===== src/hdl/clk_xlate_pkg.sv =====
// Constants, tables and carrier types of the clock translator control block.
// Assumes a single 10 MHz clock and a plain register port with 8-bit address.
//
// Behaviour
// - each reference path has prescale, doubler, 14-bit divider
// - single differential mode disables the secondary path
// - crystal path doubles then uses 14-bit divider
// - failed active reference switches to the other
// - both failed selects crystal holdover if fitted
// - all mux inputs run at one frequency
// - VCO prescaler limited to five through eleven
// - two independent 10-bit output dividers
// - settings from straps or from serial registers
// - grounded strap is zero, open is one
// - all-zero strap codes select serial mode
// - input straps give identical settings to both paths
// - preset settings fix phase detector frequency
// - codes 1101 and 1110 have no crystal holdover
// - output strap codes 1 to 15 set prescaler and both dividers, higher codes take them from module parameters
// - feedback divider and pump current from module parameters, not from straps
// - choice pin picks reference unless register ignores it
// - lock indicator high while loop locked
package clk_xlate_pkg;

	localparam int DW = 16;
	localparam int AW = 8;

	// Register offsets.
	localparam logic [AW-1:0] REG_CTRL     = 8'h00;
	localparam logic [AW-1:0] REG_R_PRI    = 8'h01;
	localparam logic [AW-1:0] REG_R_SEC    = 8'h02;
	localparam logic [AW-1:0] REG_R_XO     = 8'h03;
	localparam logic [AW-1:0] REG_SCALE    = 8'h04;
	localparam logic [AW-1:0] REG_P0       = 8'h05;
	localparam logic [AW-1:0] REG_P1       = 8'h06;
	localparam logic [AW-1:0] REG_P2       = 8'h07;
	localparam logic [AW-1:0] REG_FB_N     = 8'h08;
	localparam logic [AW-1:0] REG_PUMP     = 8'h09;
	localparam logic [AW-1:0] REG_STATUS   = 8'h0a;
	localparam logic [AW-1:0] REG_EVENTS   = 8'h0b;

	// Control field positions.
	localparam int CTRL_SINGLE_DIFF = 0;
	localparam int CTRL_PIN_IGNORE  = 1;
	localparam int CTRL_OM1_REG     = 2;
	localparam int CTRL_OM2_REG     = 3;
	localparam int CTRL_OM1_LSB     = 4;
	localparam int CTRL_OM2_LSB     = 7;
	localparam int SCALE_DIV5       = 0;
	localparam int SCALE_DBL        = 1;

	// Event bit positions.
	localparam int EV_PRI_FAIL = 0;
	localparam int EV_SEC_FAIL = 1;
	localparam int EV_HOLDOVER = 2;

	localparam logic [3:0] IN_CODE_SERIAL  = 4'h0;
	localparam logic [5:0] OUT_CODE_SERIAL = 6'h00;
	localparam logic [3:0] IN_CODE_NO_XO_A = 4'hd;
	localparam logic [3:0] IN_CODE_NO_XO_B = 4'he;
	localparam logic [3:0] P0_MIN          = 4'h5;
	localparam logic [3:0] P0_MAX          = 4'hb;
	localparam logic [5:0] OUT_ROWS_LAST   = 6'h0f;

	localparam logic [DW-1:0] RESET_ZERO = 16'h0000;

	typedef enum logic [1:0] {SRC_PRIMARY, SRC_SECONDARY, SRC_HOLDOVER} source_t;

	// Divider and scaler settings of the whole chain.
	typedef struct packed {
		logic        div5;
		logic        dbl;
		logic [13:0] r_pri;
		logic [13:0] r_sec;
		logic [13:0] r_xo;
		logic [3:0]  p0;
		logic [9:0]  p1;
		logic [9:0]  p2;
		logic [15:0] fb_n;
		logic [3:0]  pump;
	} chain_cfg_t;

	// Reference health as seen by the switchover logic.
	typedef struct packed {
		logic pri_ok;
		logic sec_ok;
		logic crystal_backup_input_fitted;
	} ref_health_t;

	// Input preset table, index is the input strap code.
	localparam logic [15:0] IN_DIV5 = 16'h0800;
	localparam logic [15:0] IN_DBL  = 16'h1843;
	localparam logic [13:0] IN_R [16] = '{14'h0000, 14'h0001, 14'h0060, 14'h0080,
		14'h0400, 14'h04bf, 14'h0c35, 14'h097e, 14'h0f00, 14'h12fc, 14'h1e00,
		14'h0c35, 14'h00c1, 14'h003b, 14'h0010, 14'h1388};
	localparam logic [13:0] IN_RXO [16] = '{14'h0000, 14'h0c35, 14'h0c35, 14'h0c35,
		14'h0c35, 14'h0c35, 14'h0c35, 14'h0c35, 14'h0c35, 14'h0c35, 14'h0c35,
		14'h0c35, 14'h0c35, 14'h0000, 14'h0000, 14'h0ea6};

	// Output preset table rows 0 to 15, index is the output strap code.
	localparam logic [9:0] OUT_P1 [16] = '{10'h000, 10'h003, 10'h003, 10'h003,
		10'h003, 10'h003, 10'h003, 10'h006, 10'h006, 10'h006, 10'h006, 10'h006,
		10'h00c, 10'h00c, 10'h00c, 10'h00c};
	localparam logic [9:0] OUT_P2 [16] = '{10'h000, 10'h003, 10'h006, 10'h00c,
		10'h02d, 10'h168, 10'h1e0, 10'h006, 10'h00c, 10'h02d, 10'h168, 10'h1e0,
		10'h00c, 10'h02d, 10'h168, 10'h1e0};
	localparam logic [3:0] OUT_P0_ROWS = 4'h5;

endpackage


===== src/hdl/clock_translator_preset_select.sv =====
// Strap decode, serial register file and reference switchover of the clock translator.
// Assumes straps and reference health inputs are synchronous to mclk.
`timescale 1ns/1ps
`default_nettype none

module clock_translator_preset_select #(
	parameter logic [3:0]  DFLT_P0   = 4'h5,
	parameter logic [9:0]  DFLT_P1   = 10'h001,
	parameter logic [9:0]  DFLT_P2   = 10'h001,
	parameter logic [15:0] DFLT_FB_N = 16'h0001,
	parameter logic [3:0]  DFLT_PUMP = 4'h0
) (
	// Clock and reset.
	input  wire logic                            mclk,
	input  wire logic                            rst,
	// Strap and control pins.
	input  wire logic [3:0]                      input_freq_straps,
	input  wire logic [5:0]                      output_freq_straps,
	input  wire logic                            reference_choice_pin,
	input  wire logic                            output_mode_strap_hi,
	input  wire logic                            output_mode_strap_mid,
	input  wire logic                            output_mode_strap_lo,
	// Reference health and loop state.
	input  wire clk_xlate_pkg::ref_health_t      health,
	input  wire logic                            loop_locked,
	// Register port.
	input  wire logic [clk_xlate_pkg::AW-1:0]    reg_addr,
	input  wire logic [clk_xlate_pkg::DW-1:0]    reg_wdata,
	input  wire logic                            reg_wr,
	input  wire logic                            reg_rd,
	output logic [clk_xlate_pkg::DW-1:0]         reg_rdata,
	// Chain configuration and status.
	output clk_xlate_pkg::chain_cfg_t            chain_cfg,
	output clk_xlate_pkg::source_t               mux_source,
	output logic                                 secondary_path_on,
	output logic                                 serial_mode,
	output logic [2:0]                           first_output_mode,
	output logic [2:0]                           second_output_mode,
	output logic                                 lock_indicator,
	output logic [2:0]                           events
);
	import clk_xlate_pkg::*;

	typedef struct packed {
		logic              loaded;
		logic              serial;
		logic [3:0]        in_code;
		chain_cfg_t        preset;
		chain_cfg_t        regs;
		logic [DW-1:0]     ctrl;
		logic [2:0]        om_strap;
		source_t           src;
		logic [2:0]        ev;
		logic              locked;
		logic [DW-1:0]     rdata;
	} state_t;

	state_t st_r;
	state_t st_nxt;

	////////////////////////////////////////////////////////////////////////////
	// Preset decode of the strap codes.

	function automatic chain_cfg_t decode_presets(input logic [3:0] ic, input logic [5:0] oc);
		chain_cfg_t c;
		c = '0;
		c.div5  = IN_DIV5[ic];
		c.dbl   = IN_DBL[ic];
		c.r_pri = IN_R[ic];
		c.r_sec = IN_R[ic];
		c.r_xo  = IN_RXO[ic];
		if (oc <= OUT_ROWS_LAST) begin
			c.p0 = OUT_P0_ROWS;
			c.p1 = OUT_P1[oc[3:0]];
			c.p2 = OUT_P2[oc[3:0]];
		end else begin
			c.p0 = DFLT_P0;
			c.p1 = DFLT_P1;
			c.p2 = DFLT_P2;
		end
		c.fb_n = DFLT_FB_N;
		c.pump = DFLT_PUMP;
		return c;
	endfunction

	////////////////////////////////////////////////////////////////////////////
	// Next-state logic.

	logic        sec_usable;
	logic        xo_usable;
	logic        pri_fail_ev;
	logic        sec_fail_ev;
	logic        hold_ev;
	logic        wr_hit;
	logic [DW-1:0] clr_mask;

	always_comb begin
		st_nxt = st_r;
		// Straps read ground as zero and open as one, so the level is taken as is.
		if (!st_r.loaded) begin
			st_nxt.loaded   = 1'b1;
			st_nxt.in_code  = input_freq_straps;
			st_nxt.serial   = (input_freq_straps == IN_CODE_SERIAL) ||
				(output_freq_straps == OUT_CODE_SERIAL);
			st_nxt.preset   = decode_presets(input_freq_straps, output_freq_straps);
			st_nxt.om_strap = {output_mode_strap_hi, output_mode_strap_mid,
				output_mode_strap_lo};
		end

		sec_usable = health.sec_ok && !st_r.ctrl[CTRL_SINGLE_DIFF];
		xo_usable  = health.crystal_backup_input_fitted && (st_r.in_code != IN_CODE_NO_XO_A) &&
			(st_r.in_code != IN_CODE_NO_XO_B);
		pri_fail_ev = 1'b0;
		sec_fail_ev = 1'b0;
		hold_ev     = 1'b0;

		case (st_r.src)
			SRC_PRIMARY: begin
				if (!health.pri_ok) begin
					pri_fail_ev = 1'b1;
					if (sec_usable) begin
						st_nxt.src = SRC_SECONDARY;
					end else if (xo_usable) begin
						st_nxt.src = SRC_HOLDOVER;
						hold_ev    = 1'b1;
					end
				end else if (!st_r.ctrl[CTRL_PIN_IGNORE] && reference_choice_pin &&
						sec_usable) begin
					st_nxt.src = SRC_SECONDARY;
				end
			end
			SRC_SECONDARY: begin
				if (!sec_usable) begin
					sec_fail_ev = health.sec_ok ? 1'b0 : 1'b1;
					if (health.pri_ok) begin
						st_nxt.src = SRC_PRIMARY;
					end else if (xo_usable) begin
						st_nxt.src = SRC_HOLDOVER;
						hold_ev    = 1'b1;
					end else if (st_r.ctrl[CTRL_SINGLE_DIFF]) begin
						// The secondary path is switched off, so it must not stay selected.
						st_nxt.src = SRC_PRIMARY;
					end
				end else if (!st_r.ctrl[CTRL_PIN_IGNORE] && !reference_choice_pin &&
						health.pri_ok) begin
					st_nxt.src = SRC_PRIMARY;
				end
			end
			SRC_HOLDOVER: begin
				if (health.pri_ok) begin
					st_nxt.src = SRC_PRIMARY;
				end else if (sec_usable) begin
					st_nxt.src = SRC_SECONDARY;
				end
			end
			default: begin
				st_nxt.src = SRC_PRIMARY;
			end
		endcase

		// Software clears events by writing ones; a new event wins over the clear.
		wr_hit   = reg_wr && (reg_addr == REG_EVENTS);
		clr_mask = wr_hit ? reg_wdata : RESET_ZERO;
		st_nxt.ev = (st_r.ev & ~clr_mask[2:0]) |
			{hold_ev, sec_fail_ev, pri_fail_ev};

		st_nxt.locked = loop_locked;

		if (reg_wr) begin
			case (reg_addr)
				REG_CTRL:   st_nxt.ctrl = reg_wdata;
				REG_R_PRI:  st_nxt.regs.r_pri = reg_wdata[13:0];
				REG_R_SEC:  st_nxt.regs.r_sec = reg_wdata[13:0];
				REG_R_XO:   st_nxt.regs.r_xo = reg_wdata[13:0];
				REG_SCALE: begin
					st_nxt.regs.div5 = reg_wdata[SCALE_DIV5];
					st_nxt.regs.dbl  = reg_wdata[SCALE_DBL];
				end
				REG_P0: begin
					if (reg_wdata[3:0] >= P0_MIN && reg_wdata[3:0] <= P0_MAX &&
							reg_wdata[DW-1:4] == '0) begin
						st_nxt.regs.p0 = reg_wdata[3:0];
					end
				end
				REG_P1:     st_nxt.regs.p1 = reg_wdata[9:0];
				REG_P2:     st_nxt.regs.p2 = reg_wdata[9:0];
				REG_FB_N:   st_nxt.regs.fb_n = reg_wdata;
				REG_PUMP:   st_nxt.regs.pump = reg_wdata[3:0];
				default: begin
				end
			endcase
		end

		st_nxt.rdata = RESET_ZERO;
		if (reg_rd) begin
			case (reg_addr)
				REG_CTRL:   st_nxt.rdata = st_r.ctrl;
				REG_R_PRI:  st_nxt.rdata = {2'b00, st_r.regs.r_pri};
				REG_R_SEC:  st_nxt.rdata = {2'b00, st_r.regs.r_sec};
				REG_R_XO:   st_nxt.rdata = {2'b00, st_r.regs.r_xo};
				REG_SCALE:  st_nxt.rdata = {14'h0000, st_r.regs.dbl, st_r.regs.div5};
				REG_P0:     st_nxt.rdata = {12'h000, st_r.regs.p0};
				REG_P1:     st_nxt.rdata = {6'h00, st_r.regs.p1};
				REG_P2:     st_nxt.rdata = {6'h00, st_r.regs.p2};
				REG_FB_N:   st_nxt.rdata = st_r.regs.fb_n;
				REG_PUMP:   st_nxt.rdata = {12'h000, st_r.regs.pump};
				REG_STATUS: st_nxt.rdata = {8'h00, st_r.in_code, st_r.locked, st_r.serial,
					st_r.src};
				REG_EVENTS: st_nxt.rdata = {13'h0000, st_r.ev};
				default:    st_nxt.rdata = RESET_ZERO;
			endcase
		end
	end

	////////////////////////////////////////////////////////////////////////////
	// State register.

	always_ff @(posedge mclk or posedge rst) begin
		if (rst) begin
			st_r <= '0;
		end else begin
			st_r <= st_nxt;
		end
	end

	////////////////////////////////////////////////////////////////////////////
	// Outputs.

	always_comb begin
		chain_cfg = st_r.serial ? st_r.regs : st_r.preset;
		if (st_r.serial && st_r.regs.p0 < P0_MIN) begin
			chain_cfg.p0 = P0_MIN;
		end
		if (st_r.serial && st_r.ctrl[CTRL_OM1_REG]) begin
			first_output_mode = st_r.ctrl[CTRL_OM1_LSB +: 3];
		end else begin
			first_output_mode = st_r.om_strap;
		end
		if (st_r.serial && st_r.ctrl[CTRL_OM2_REG]) begin
			second_output_mode = st_r.ctrl[CTRL_OM2_LSB +: 3];
		end else begin
			second_output_mode = st_r.om_strap;
		end
	end

	assign mux_source        = st_r.src;
	assign secondary_path_on = !st_r.ctrl[CTRL_SINGLE_DIFF];
	assign serial_mode       = st_r.serial;
	assign lock_indicator    = st_r.locked;
	assign events            = st_r.ev;
	assign reg_rdata         = st_r.rdata;

endmodule

`default_nettype wire


===== config.mk =====
export PLATFORM = sky130hd
export DESIGN_NAME = clock_translator_preset_select
export DESIGN_NICKNAME = d
export VERILOG_FILES = /design/src/hdl/clk_xlate_pkg.sv /design/src/hdl/clock_translator_preset_select.sv
export SDC_FILE = /design/constraint.sdc
export NUM_CORES = 1
export LEC_CHECK = 0
export BUFFER_PORTS_ARGS = -buffer_cell sky130_fd_sc_hd__buf_2
export CAP_MARGIN = 20
export CORE_MARGIN = 1.5
export CORE_UTILIZATION = 58
export CTS_BUF_LIST = sky130_fd_sc_hd__clkbuf_4 sky130_fd_sc_hd__clkbuf_8
export DETAILED_ROUTE_END_ITERATION = 7
export GPL_ROUTABILITY_DRIVEN = 0
export PLACE_DENSITY = 0.92
export SLEW_MARGIN = 20
export SYNTH_ARGS = -nofsm -noshare
export SYNTH_HDL_FRONTEND = slang
export SYNTH_SLANG_ARGS = --single-unit

===== constraint.sdc =====
create_clock -name mclk -period 5.65 [get_ports mclk]
set_clock_uncertainty 0.1 [all_clocks]
set_input_delay 0.2825 -clock mclk [delete_from_list [all_inputs] [get_ports mclk]]
set_output_delay 0.2825 -clock mclk [all_outputs]
set_load 0.02 [all_outputs]

==> results of run 1 <==
==> worst paths after layout <==
check	startpoint	endpoint	slack, ns
max	serial_mode	first_output_mode[0]	2.55
min	output_freq_straps[3]	st_r[150]	0.02
max reg2reg	serial_mode	reg_rdata[2]	3.25
min reg2reg	st_r[215]	st_r[215]	0.39
max in group asynchronous	rst	st_r[101]	3.90
min in group asynchronous	rst	st_r[192]	0.43
==> cell type report <==
cell class / instances / area (um^2) / area share
clock buffers: 20 / 275 / 0.0275
clock inverters: 12 / 145 / 0.0145
inverters: 16 / 67.6 / 0.00676
multi-input cells: 568 / 4220 / 0.422
flip-flops and latches: 165 / 4130 / 0.413
well taps: 184 / 230 / 0.0230
repair buffers: 176 / 936 / 0.0936
==> metrics by stage <==
| stage | total power [uW] | instance area [um^2] | cells | worst slack, ns |
|---|---|---|---|---|
| after detailed placement | 1690 | 9490 | 1100 | 2.81 |
| after CTS | 2580 | 9990 | 1140 | 2.58 |
| after floorplan | 1560 | 8790 | 821 | 0.806 |
| final | 2580 | 10000 | 1141 | 2.55 |
| after global placement | 1680 | 9490 | 1100 | 2.84 |
| after global routing | 2680 | 10000 | 1141 | 2.37 |
==> per-layer routing <==
layer | routed length [um] | track usage
met1 | 9200 | 0.412
met5 | 0 | 0
met4 | 1230 | 0.151
met2 | 11600 | 0.487
met3 | 2460 | 0.0888
==> registers in the layout (all words and copies together) (netlist names) <==
register / flops
st_r: 142
lock_indicator: 1
mux_source: 2
events: 3
serial_mode: 1
reg_rdata: 16
==> cell usage after synthesis (2+ instances only) <==
cell / number / area, um^2
o211ai_1: 4 / 30.0
nor2_1: 24 / 90.1
buf_1: 8 / 30.0
mux2_4: 8 / 120
nand3_1: 8 / 40.0
o22ai_1: 6 / 37.5
nor2b_1: 10 / 62.6
a211oi_1: 4 / 30.0
o21ai_0: 40 / 200
clkbuf_1: 30 / 113
a21oi_1: 29 / 145
nand2b_1: 27 / 169
buf_6: 3 / 33.8
nand3b_1: 3 / 22.5
a32oi_1: 3 / 26.3
nor4_1: 5 / 31.3
mux2i_1: 16 / 160
and2_1: 37 / 231
mux2_2: 120 / 1350
a21o_1: 4 / 30.0
or3_1: 2 / 12.5
a22o_1: 7 / 61.3
nand2_1: 138 / 518
a32o_1: 3 / 30.0
buf_2: 10 / 50.1
buf_4: 21 / 158
and3_1: 3 / 18.8
nor3b_1: 2 / 15.0
nand3_4: 2 / 35.0
nor3_1: 8 / 40.0
mux4_2: 13 / 293
a31oi_1: 3 / 18.8
a22oi_1: 8 / 60.1
inv_1: 16 / 60.1
dfrtp_1: 165 / 4130
ha_1: 9 / 113
==> power by group through the flow <==
stage | clock network [uW] | registers, uW | logic [uW]
after detailed placement | 0 | 1320 | 377
after CTS | 899 | 1290 | 386
after global placement | 0 | 1310 | 368
after floorplan | 0 | 1290 | 266
final | 895 | 1300 | 389
after global routing | 955 | 1300 | 418
==> critical path: cells and delay by family (launching register included) <==
kind | cells | cell delay, ns
and+or+nand+nor | 1 | 0.20
muxes | 1 | 0.32
DFF | 1 | 0.98
buffers and inverters | 2 | 0.72
==> logic make-up (layout without fill, tap and decap cells) <==
logic type      after synthesis  count (layout)  synth area share
compound gates              119             119            0.0843
xor+xnor                      1               1          0.000996
fa+ha+maj                     9               9            0.0128
buf+inv                      88             224            0.0505
flops                       165             165             0.470
mux                         157             157             0.219
other cells                   1               1          0.000427
simple gates                281             281             0.162
==> impl_results.md, run 1 <==
* Slew @ Worst Pin at ~1.0 ns
* Antenna-violating nets left at 0
* H-tree lvl count at 4
* Starting Density at 0.600
* Worst-path maximum fanout at 58
* DP HPWL at 16.6 mm
* Initial antenna violation count at 0
* Clock Pin Slew Worst Setup and Hold Paths at 0.09 ns
* Synth Register Bits at around 170
* # fillers at just under 1000
* Final setup vio count at 0
* Power per cell area at about 260 nW/um^2
* Worst reg2reg path depth at 5
* Post-synth ARST share at 1.00
* Total CTS buffers at 17
* Die height at ~130 um
* Syn_nets at roughly 900
* Die Width at 126 um
* DR vias at between 7000 and 8000
* Final worst-path cycle share at 0.549
* Commonest non-fill, non-tap cell in the layout: dfrtp_1
* Setup Fix Bufs, Post-CTS at 0
* Sw Ratio at 0.295
* Clk_lat worst skew at 0.47 ns
* WP data arrival at 2.72 ns
* Die Area at 15900 um^2
* First-pass GRT wire length at around 38 mm
* Cells after Synth at approximately 800
* Total track usage at 0.315
* Post-Route Setup TNS at 0 ns
* Worst path max stage delay at 0.98 ns
* Combinational share of power at 0.151
* Overflow after GRT at 0
* Max Slew Vio Count at 0
* Critical Path End Type: output port
* Port Buf Inserts at around 160
* Vias in the first global route at 6890
* Peak VDD IR at approximately 0.14 mV
* Initial DRC Count at around 860
* Clock Tree Root: clkbuf_8
* Sw Pwr at between 700 and 800 uW
* Area of the core at 14600 um^2
* # rows at 44
* Min-Delay Path Class: in -> reg
* Critical Path Slowest Stage Cell: dfrtp_2
* Max_slew headroom at 0.335
* Netlist Area Pre-Place at between 8000 and 9000 um^2
* Failing checks: design-rule violations
* Syn Area/Cell at approximately 11 um^2
* Main synth FF type: dfrtp_1
* Commonest non-fill, non-tap cells in the layout: dfrtp_1, buf_2, nand2_1
* CP Cell Sequence: buf_4 > nand2_1 > mux2_2 > buf_2
* Routed wire per std cell at approximately 21 um
* DRC viols at 11
* Post-synthesis sequential area ratio at 0.470
* Setup repair after global routing missed its margin: false
* Pin count of the biggest net entering global routing at roughly 120
* Run status: complete, but fails checks
* Final wirelength at around 24 mm
* Min Tclk post-route at just over 3 ns
* Fin util at 0.683
* Crit start category: register
* DR pass1 iterations at 7
* Sequential power share at 0.502
* Internal power at approximately 1800 uW
* IO Count at roughly 160
* Static Leak at around 0.0051 uW
* Clock Path Buffers at 2
* Layout area overhead at 13.8%
* CTS tree: built
* Post-synth EDFFs at 0
* CP required at 5.27 ns
* Clock share of power at 0.347
* Final hold slack at 0.0160 ns
* Maxcap violations at 0
* N_diodes at 0
* Synth warn at 0
* CTS resizes at 0
* CTS Sinks at ~170
* Avg Vias per Cell at 6.22
* Min-Delay Path Depth at 2
* Highest Clock Rate at 0.323 GHz
* Hold buffer count at CTS at 8
* Synth cell types at 58
* WS Path Type: reg -> out
* Share of layout cells above drive strength 1 at 0.370
* NumNets Final at 999
* Hold Fails Final Rpt at 0
No activity file was read; power rests on OpenSTA's default activity.
==> run 2, diff against run 1 <==
--- a/config.mk
+++ b/config.mk
@@ -8,11 +8,11 @@
 export BUFFER_PORTS_ARGS = -buffer_cell sky130_fd_sc_hd__buf_2
 export CAP_MARGIN = 20
 export CORE_MARGIN = 1.5
-export CORE_UTILIZATION = 58
+export CORE_UTILIZATION = 52
 export CTS_BUF_LIST = sky130_fd_sc_hd__clkbuf_4 sky130_fd_sc_hd__clkbuf_8
 export DETAILED_ROUTE_END_ITERATION = 7
 export GPL_ROUTABILITY_DRIVEN = 0
-export PLACE_DENSITY = 0.92
+export PLACE_DENSITY = 0.87
 export SLEW_MARGIN = 20
 export SYNTH_ARGS = -nofsm -noshare
 export SYNTH_HDL_FRONTEND = slang
==> constraint.sdc (replaced) <==
create_clock -name mclk -period 2.65 [get_ports mclk]
set_clock_uncertainty 0.1 [all_clocks]
set_input_delay 0.1325 -clock mclk [delete_from_list [all_inputs] [get_ports mclk]]
set_output_delay 0.1325 -clock mclk [all_outputs]
set_load 0.02 [all_outputs]
==> run 2 against run 1 <==
Compared with the run above: the run now ends clean; combinational power increased by 120%; worst setup slack worse by 2.3 ns; routed wire length increased by 1.8%; largest cell class unchanged.
==> impl_results.md, run 2 (synthesis gave the netlist of run 1 again) <==
* Total track usage at 0.287
* Clock Pin Slew Worst Setup and Hold Paths at about 0.08 ns
* Clock Tree Root: clkbuf_8
* Final worst-path cycle share at 0.901
* CTS Sinks at between 150 and 200
* CTS tree: built
* Overflow after GRT at 0
* Total CTS buffers at 17
* DR pass1 iterations at 5
* Worst reg2reg path depth at 3
* Fin util at 0.633
* H-tree lvl count at 4
* CTS resizes at 0
* Clock Path Buffers at 2
* Vias in the first global route at between 7000 and 8000
* Reg-to-reg endpoint: st_r[149]
* Routed wire per std cell at between 20 and 25 um
* Maxcap violations at 0
* Hold Fails Final Rpt at 0
* Antenna-violating nets left at 0
* Starting Density at 0.532
* CP required at between 2 and 2.5 ns
* Clk_lat worst skew at ~0.47 ns
* Run status: complete, no violations
* Die Width at ~130 um
* WS Path Type: reg -> out
* Min-Delay Path Depth at 4
* Power per cell area at about 540 nW/um^2
* Crit start category: register
* Commonest non-fill, non-tap cell in the layout: dfrtp_1
* Max reg flops at ~140
* Highest Clock Rate at 0.419 GHz
* IO Count at ~160
* Max Slew Vio Count at 0
* FF-to-FF Start: st_r[222]
* Worst Hold Launch: reg_addr[6]
* Setup Fix Bufs, Post-CTS at 0
* Port Buf Inserts at ~160
* # fillers at roughly 1200
* Reg2reg setup slack at 0.62 ns
* Endpoint of the worst hold path: reg_rdata[0]
* Slew @ Worst Pin at 0.870 ns
* NumNets Final at between 1000 and 1500
* Largest Register: st_r
* Setup repair after global routing missed its margin: false
* N_diodes at 0
* Static Leak at between 0.005 and 0.006 uW
* Die Area at roughly 18000 um^2
* # rows at 47
* Area of the core at ~17000 um^2
* Commonest non-fill, non-tap cells in the layout: dfrtp_1, buf_2, nand2_1
* First-pass GRT wire length at around 39 mm
* Max_slew headroom at 0.416
* Layout area overhead at 19.1%
* Avg Vias per Cell at between 5 and 6
* Total chip power at ~5700 uW
* Peak VDD IR at roughly 0.34 mV
* Share of layout cells above drive strength 1 at 0.370
* Initial antenna violation count at 0
* DR vias at between 7000 and 8000
* Min Tclk post-route at 2.39 ns
* Pin count of the biggest net entering global routing at 90
* DP HPWL at 17.5 mm
* Min-Delay Path Class: in -> reg
* Worst-path maximum fanout at 35
* DRC viols at 0
* Post-Route Setup TNS at 0 ns
* Die height at 133 um
* Final hold slack at 0.0254 ns
* Critical Path End Type: output port
* WP data arrival at around 2.2 ns
* Final setup vio count at 0
* Final wirelength at between 20 and 25 mm
* Initial DRC Count at between 700 and 800
[run 2: layer usage]
layer  vias up  track usage  wire length [um]
li1       3183            -                 -
met1      3553        0.377              9900
met2       430        0.452             11700
met3        79       0.0571              2110
met4         0        0.149              1170
met5         -            0                 0
[run 2: area by class of cell]
type	count	area, um^2	share of cell area
multi-input cells	568	4220	0.403
clock buffers	21	270	0.0258
inverters	16	63.8	0.00610
clock inverters	11	175	0.0167
flip-flops and latches	165	4130	0.395
well taps	220	275	0.0263
repair buffers	217	1330	0.127
[run 2: critical path: stages (launching register included)]
cell	delay, ns
dfrtp_2	0.82
buf_4	0.34
mux2_2	0.37
buf_2	0.16
[run 2: worst max path at each step]
| stage | start | endpoint | slack (ns) | cells after the start |
|---|---|---|---|---|
| global placement | reg_addr[5] | st_r[111] | 0.38 | 5 |
| CTS | serial_mode | chain_cfg[4] | 0.24 | 3 |
| finish | serial_mode | chain_cfg[4] | 0.26 | 3 |
| floorplan | rst | events[0] | 0.32 | 1 |
| global route | serial_mode | chain_cfg[4] | 0.16 | 3 |
| detailed placement | reg_addr[5] | st_r[101] | 0.31 | 5 |
[run 2: timing repair]
| item | in CTS | in global routing |
|---|---|---|
| hold buffers | 35 | 0 |
| hold endpoints to repair | 239 | 0 |
| setup endpoints to repair | 0 | 0 |
[run 2: metrics by stage]
step / worst slack [ns] / instance area [um^2] / std cells
floorplan: 0.319 / 8790 / 821
global placement: 0.377 / 9670 / 1151
detailed placement: 0.310 / 9670 / 1151
CTS: 0.237 / 10500 / 1218
global route: 0.163 / 10500 / 1218
finish: 0.263 / 10500 / 1218
[run 2: power breakdown]
group          switching [uW]  internal [uW]  leakage (uW)
logic                     523            346       0.00286
clock network             945           1090      0.000221
registers                 124           2640       0.00221
total                    1590           4080       0.00529
==> run 3, diff against run 2 <==
--- a/config.mk
+++ b/config.mk
@@ -8,11 +8,11 @@
 export BUFFER_PORTS_ARGS = -buffer_cell sky130_fd_sc_hd__buf_2
 export CAP_MARGIN = 20
 export CORE_MARGIN = 1.5
-export CORE_UTILIZATION = 52
-export CTS_BUF_LIST = sky130_fd_sc_hd__clkbuf_4 sky130_fd_sc_hd__clkbuf_8
+export CORE_UTILIZATION = 51
+export CTS_BUF_LIST = sky130_fd_sc_hd__clkbuf_8 sky130_fd_sc_hd__clkbuf_16
 export DETAILED_ROUTE_END_ITERATION = 7
 export GPL_ROUTABILITY_DRIVEN = 0
-export PLACE_DENSITY = 0.87
+export PLACE_DENSITY = 0.86
 export SLEW_MARGIN = 20
 export SYNTH_ARGS = -nofsm -noshare
 export SYNTH_HDL_FRONTEND = slang
==> run 3 against run 2 <==
Compared with the run above: critical path depth unchanged; cell area increased by 1.8%; largest cell class unchanged; critical path type unchanged; via count grew 0.79%; routed wire length is 2.5% higher; die area increased by 1.9%; worst hold slack lost 0.010 ns.
==> impl_results.md, run 3 (synthesis gave the netlist of run 1 again) <==
* Die Area at between 15000 and 20000 um^2
* Final setup vio count at 0
* Max reg flops at 142
* Max_slew headroom at 0.364
* Commonest non-fill, non-tap cell in the layout: dfrtp_1
* Avg Vias per Cell at 6.01
* # rows at 47
* Total CTS buffers at 17
* Port Buf Inserts at 163
* Finished Cell Area at around 11000 um^2
* DRC viols at 0
* Run status: complete, no violations
* Antenna-violating nets left at 0
* Min-Delay Path Class: in -> reg
* Clock Tree Root: clkbuf_16
* Routed wire per std cell at approximately 21 um
* WP data arrival at ~2.0 ns
* Peak VDD IR at just under 0.5 mV
* DR pass1 iterations at 7
* Clock Pin Slew Worst Setup and Hold Paths at approximately 0.070 ns
* DP HPWL at approximately 18 mm
* Max Slew Vio Count at 0
* Final worst-path cycle share at 0.832
* Setup Fix Bufs, Post-CTS at 0
* Worst-path maximum fanout at 58
* Starting Density at 0.526
* CTS resizes at 0
* Critical Path End Type: output port
* Overflow after GRT at 0
* Layout area overhead at 21.2%
* Post-Route Setup TNS at 0 ns
* First-pass GRT wire length at 39.4 mm
* WS Path Type: reg -> out
* Final wirelength at ~26 mm
* Die height at about 130 um
* # fillers at about 1200
* Met2 GRT Util at 0.459
* Pin count of the biggest net entering global routing at between 50 and 60
* Maxcap violations at 0
* Vias in the first global route at just over 7000
* GRT met3 Usage at 0.0559
* CP Cell Sequence: buf_12 > mux2_2 > buf_2
* CTS tree: built
* Total chip power at between 6000 and 7000 uW
* Hold buffer count at CTS at 25
* Largest Register: st_r
* Pre-CTS setup slack at about 0.47 ns
* Die Width at approximately 130 um
* Total track usage at 0.288
* Gr busiest metal: met2
* GR Util met1 at 0.376
* DR vias at approximately 7300
* Area of the core at 16700 um^2
* Commonest non-fill, non-tap cells in the layout: dfrtp_1, buf_2, nand2_1
* Crit start category: register
* Initial antenna violation count at 1
* IO Count at 164
* Critical Path Slowest Stage Cell: dfrtp_2
* CP required at between 2 and 2.5 ns
* Static Leak at between 0.005 and 0.006 uW
* NumNets Final at roughly 1000
* Area after DPL at 9730 um^2
* Hold Fails Final Rpt at 0
* Min Tclk post-route at about 2.2 ns
* Share of layout cells above drive strength 1 at 0.377
* Initial DRC Count at 668
* Slew @ Worst Pin at 0.951 ns
* Clk_lat worst skew at ~0.44 ns
* H-tree lvl count at 4
* Worst Slack Setup Final at ~0.45 ns
* Setup repair after global routing missed its margin: false
* Worst path max stage delay at between 0.6 and 0.7 ns
* Clock Path Buffers at 2
* Power per cell area at 606 nW/um^2
* CTS Sinks at 165
* Highest Clock Rate at 0.454 GHz
==> run 3: changes by cell type in the layout (fill, tap and decap cells not counted), moves of 3 or more <==
cell / before / now
clkbuf_16: 0 / 17
clkbuf_8: 18 / 2
dlygate4sd3_1: 35 / 25
inv_6: 1 / 5
buf_4: 17 / 20
clkbuf_4: 3 / 0
==> run 3: stage by stage <==
step	std cells	util	hold WS, ns
floorplan	821	-	0.0639
global placement	1156	0.583	0.149
detailed placement	1156	0.583	0.149
CTS	1213	0.638	0.00126
global route	1214	0.638	0.0266
finish	1214	0.638	0.0153
==> run 3: where the power goes <==
group	internal, uW	switching, uW
Combinational	346	530
Sequential	2640	125
Clock	1740	1070
==> run 3: final timing paths <==
check                             startpoint            end  slack, ns  cells after the start
worst max register to register     st_r[222]      st_r[150]       0.81                      3
worst min-delay path            reg_wdata[4]       st_r[89]       0.02                      2
worst max-delay path             serial_mode  chain_cfg[33]       0.45                      3
max in group asynchronous                rst       st_r[90]       1.39                      4
worst min register to register     st_r[193]      st_r[193]       0.40                      2
min in group asynchronous                rst       st_r[52]       0.35                      3
==> run 3: routing by layer <==
| metal | share of wire | routed length (um) | vias up |
|---|---|---|---|
| met5 | 0 | 0 | - |
| met4 | 0.049 | 1240 | 0 |
| met3 | 0.082 | 2100 | 96 |
| met2 | 0.47 | 12000 | 447 |
| met1 | 0.40 | 10200 | 3602 |
| li1 | - | - | 3157 |
==> run 3: critical path: cells and delay by family (launching register included) <==
| family | cells | cell delay (ns) |
|---|---|---|
| DFF | 1 | 0.68 |
| buffers and inverters | 2 | 0.46 |
| muxes | 1 | 0.38 |
==> run 3: final cells by class <==
cell class | count | area, um^2 | area share
Clock buffer | 19 | 453 | 0.0425
Timing Repair Buffer | 212 | 1300 | 0.122
Multi-Input combinational cell | 568 | 4220 | 0.396
Tap cell | 220 | 275 | 0.0258
Clock inverter | 13 | 215 | 0.0202
Sequential cell | 165 | 4130 | 0.388
Inverter | 16 | 63.8 | 0.00599
Antenna cell | 1 | 2.50 | 0.000235
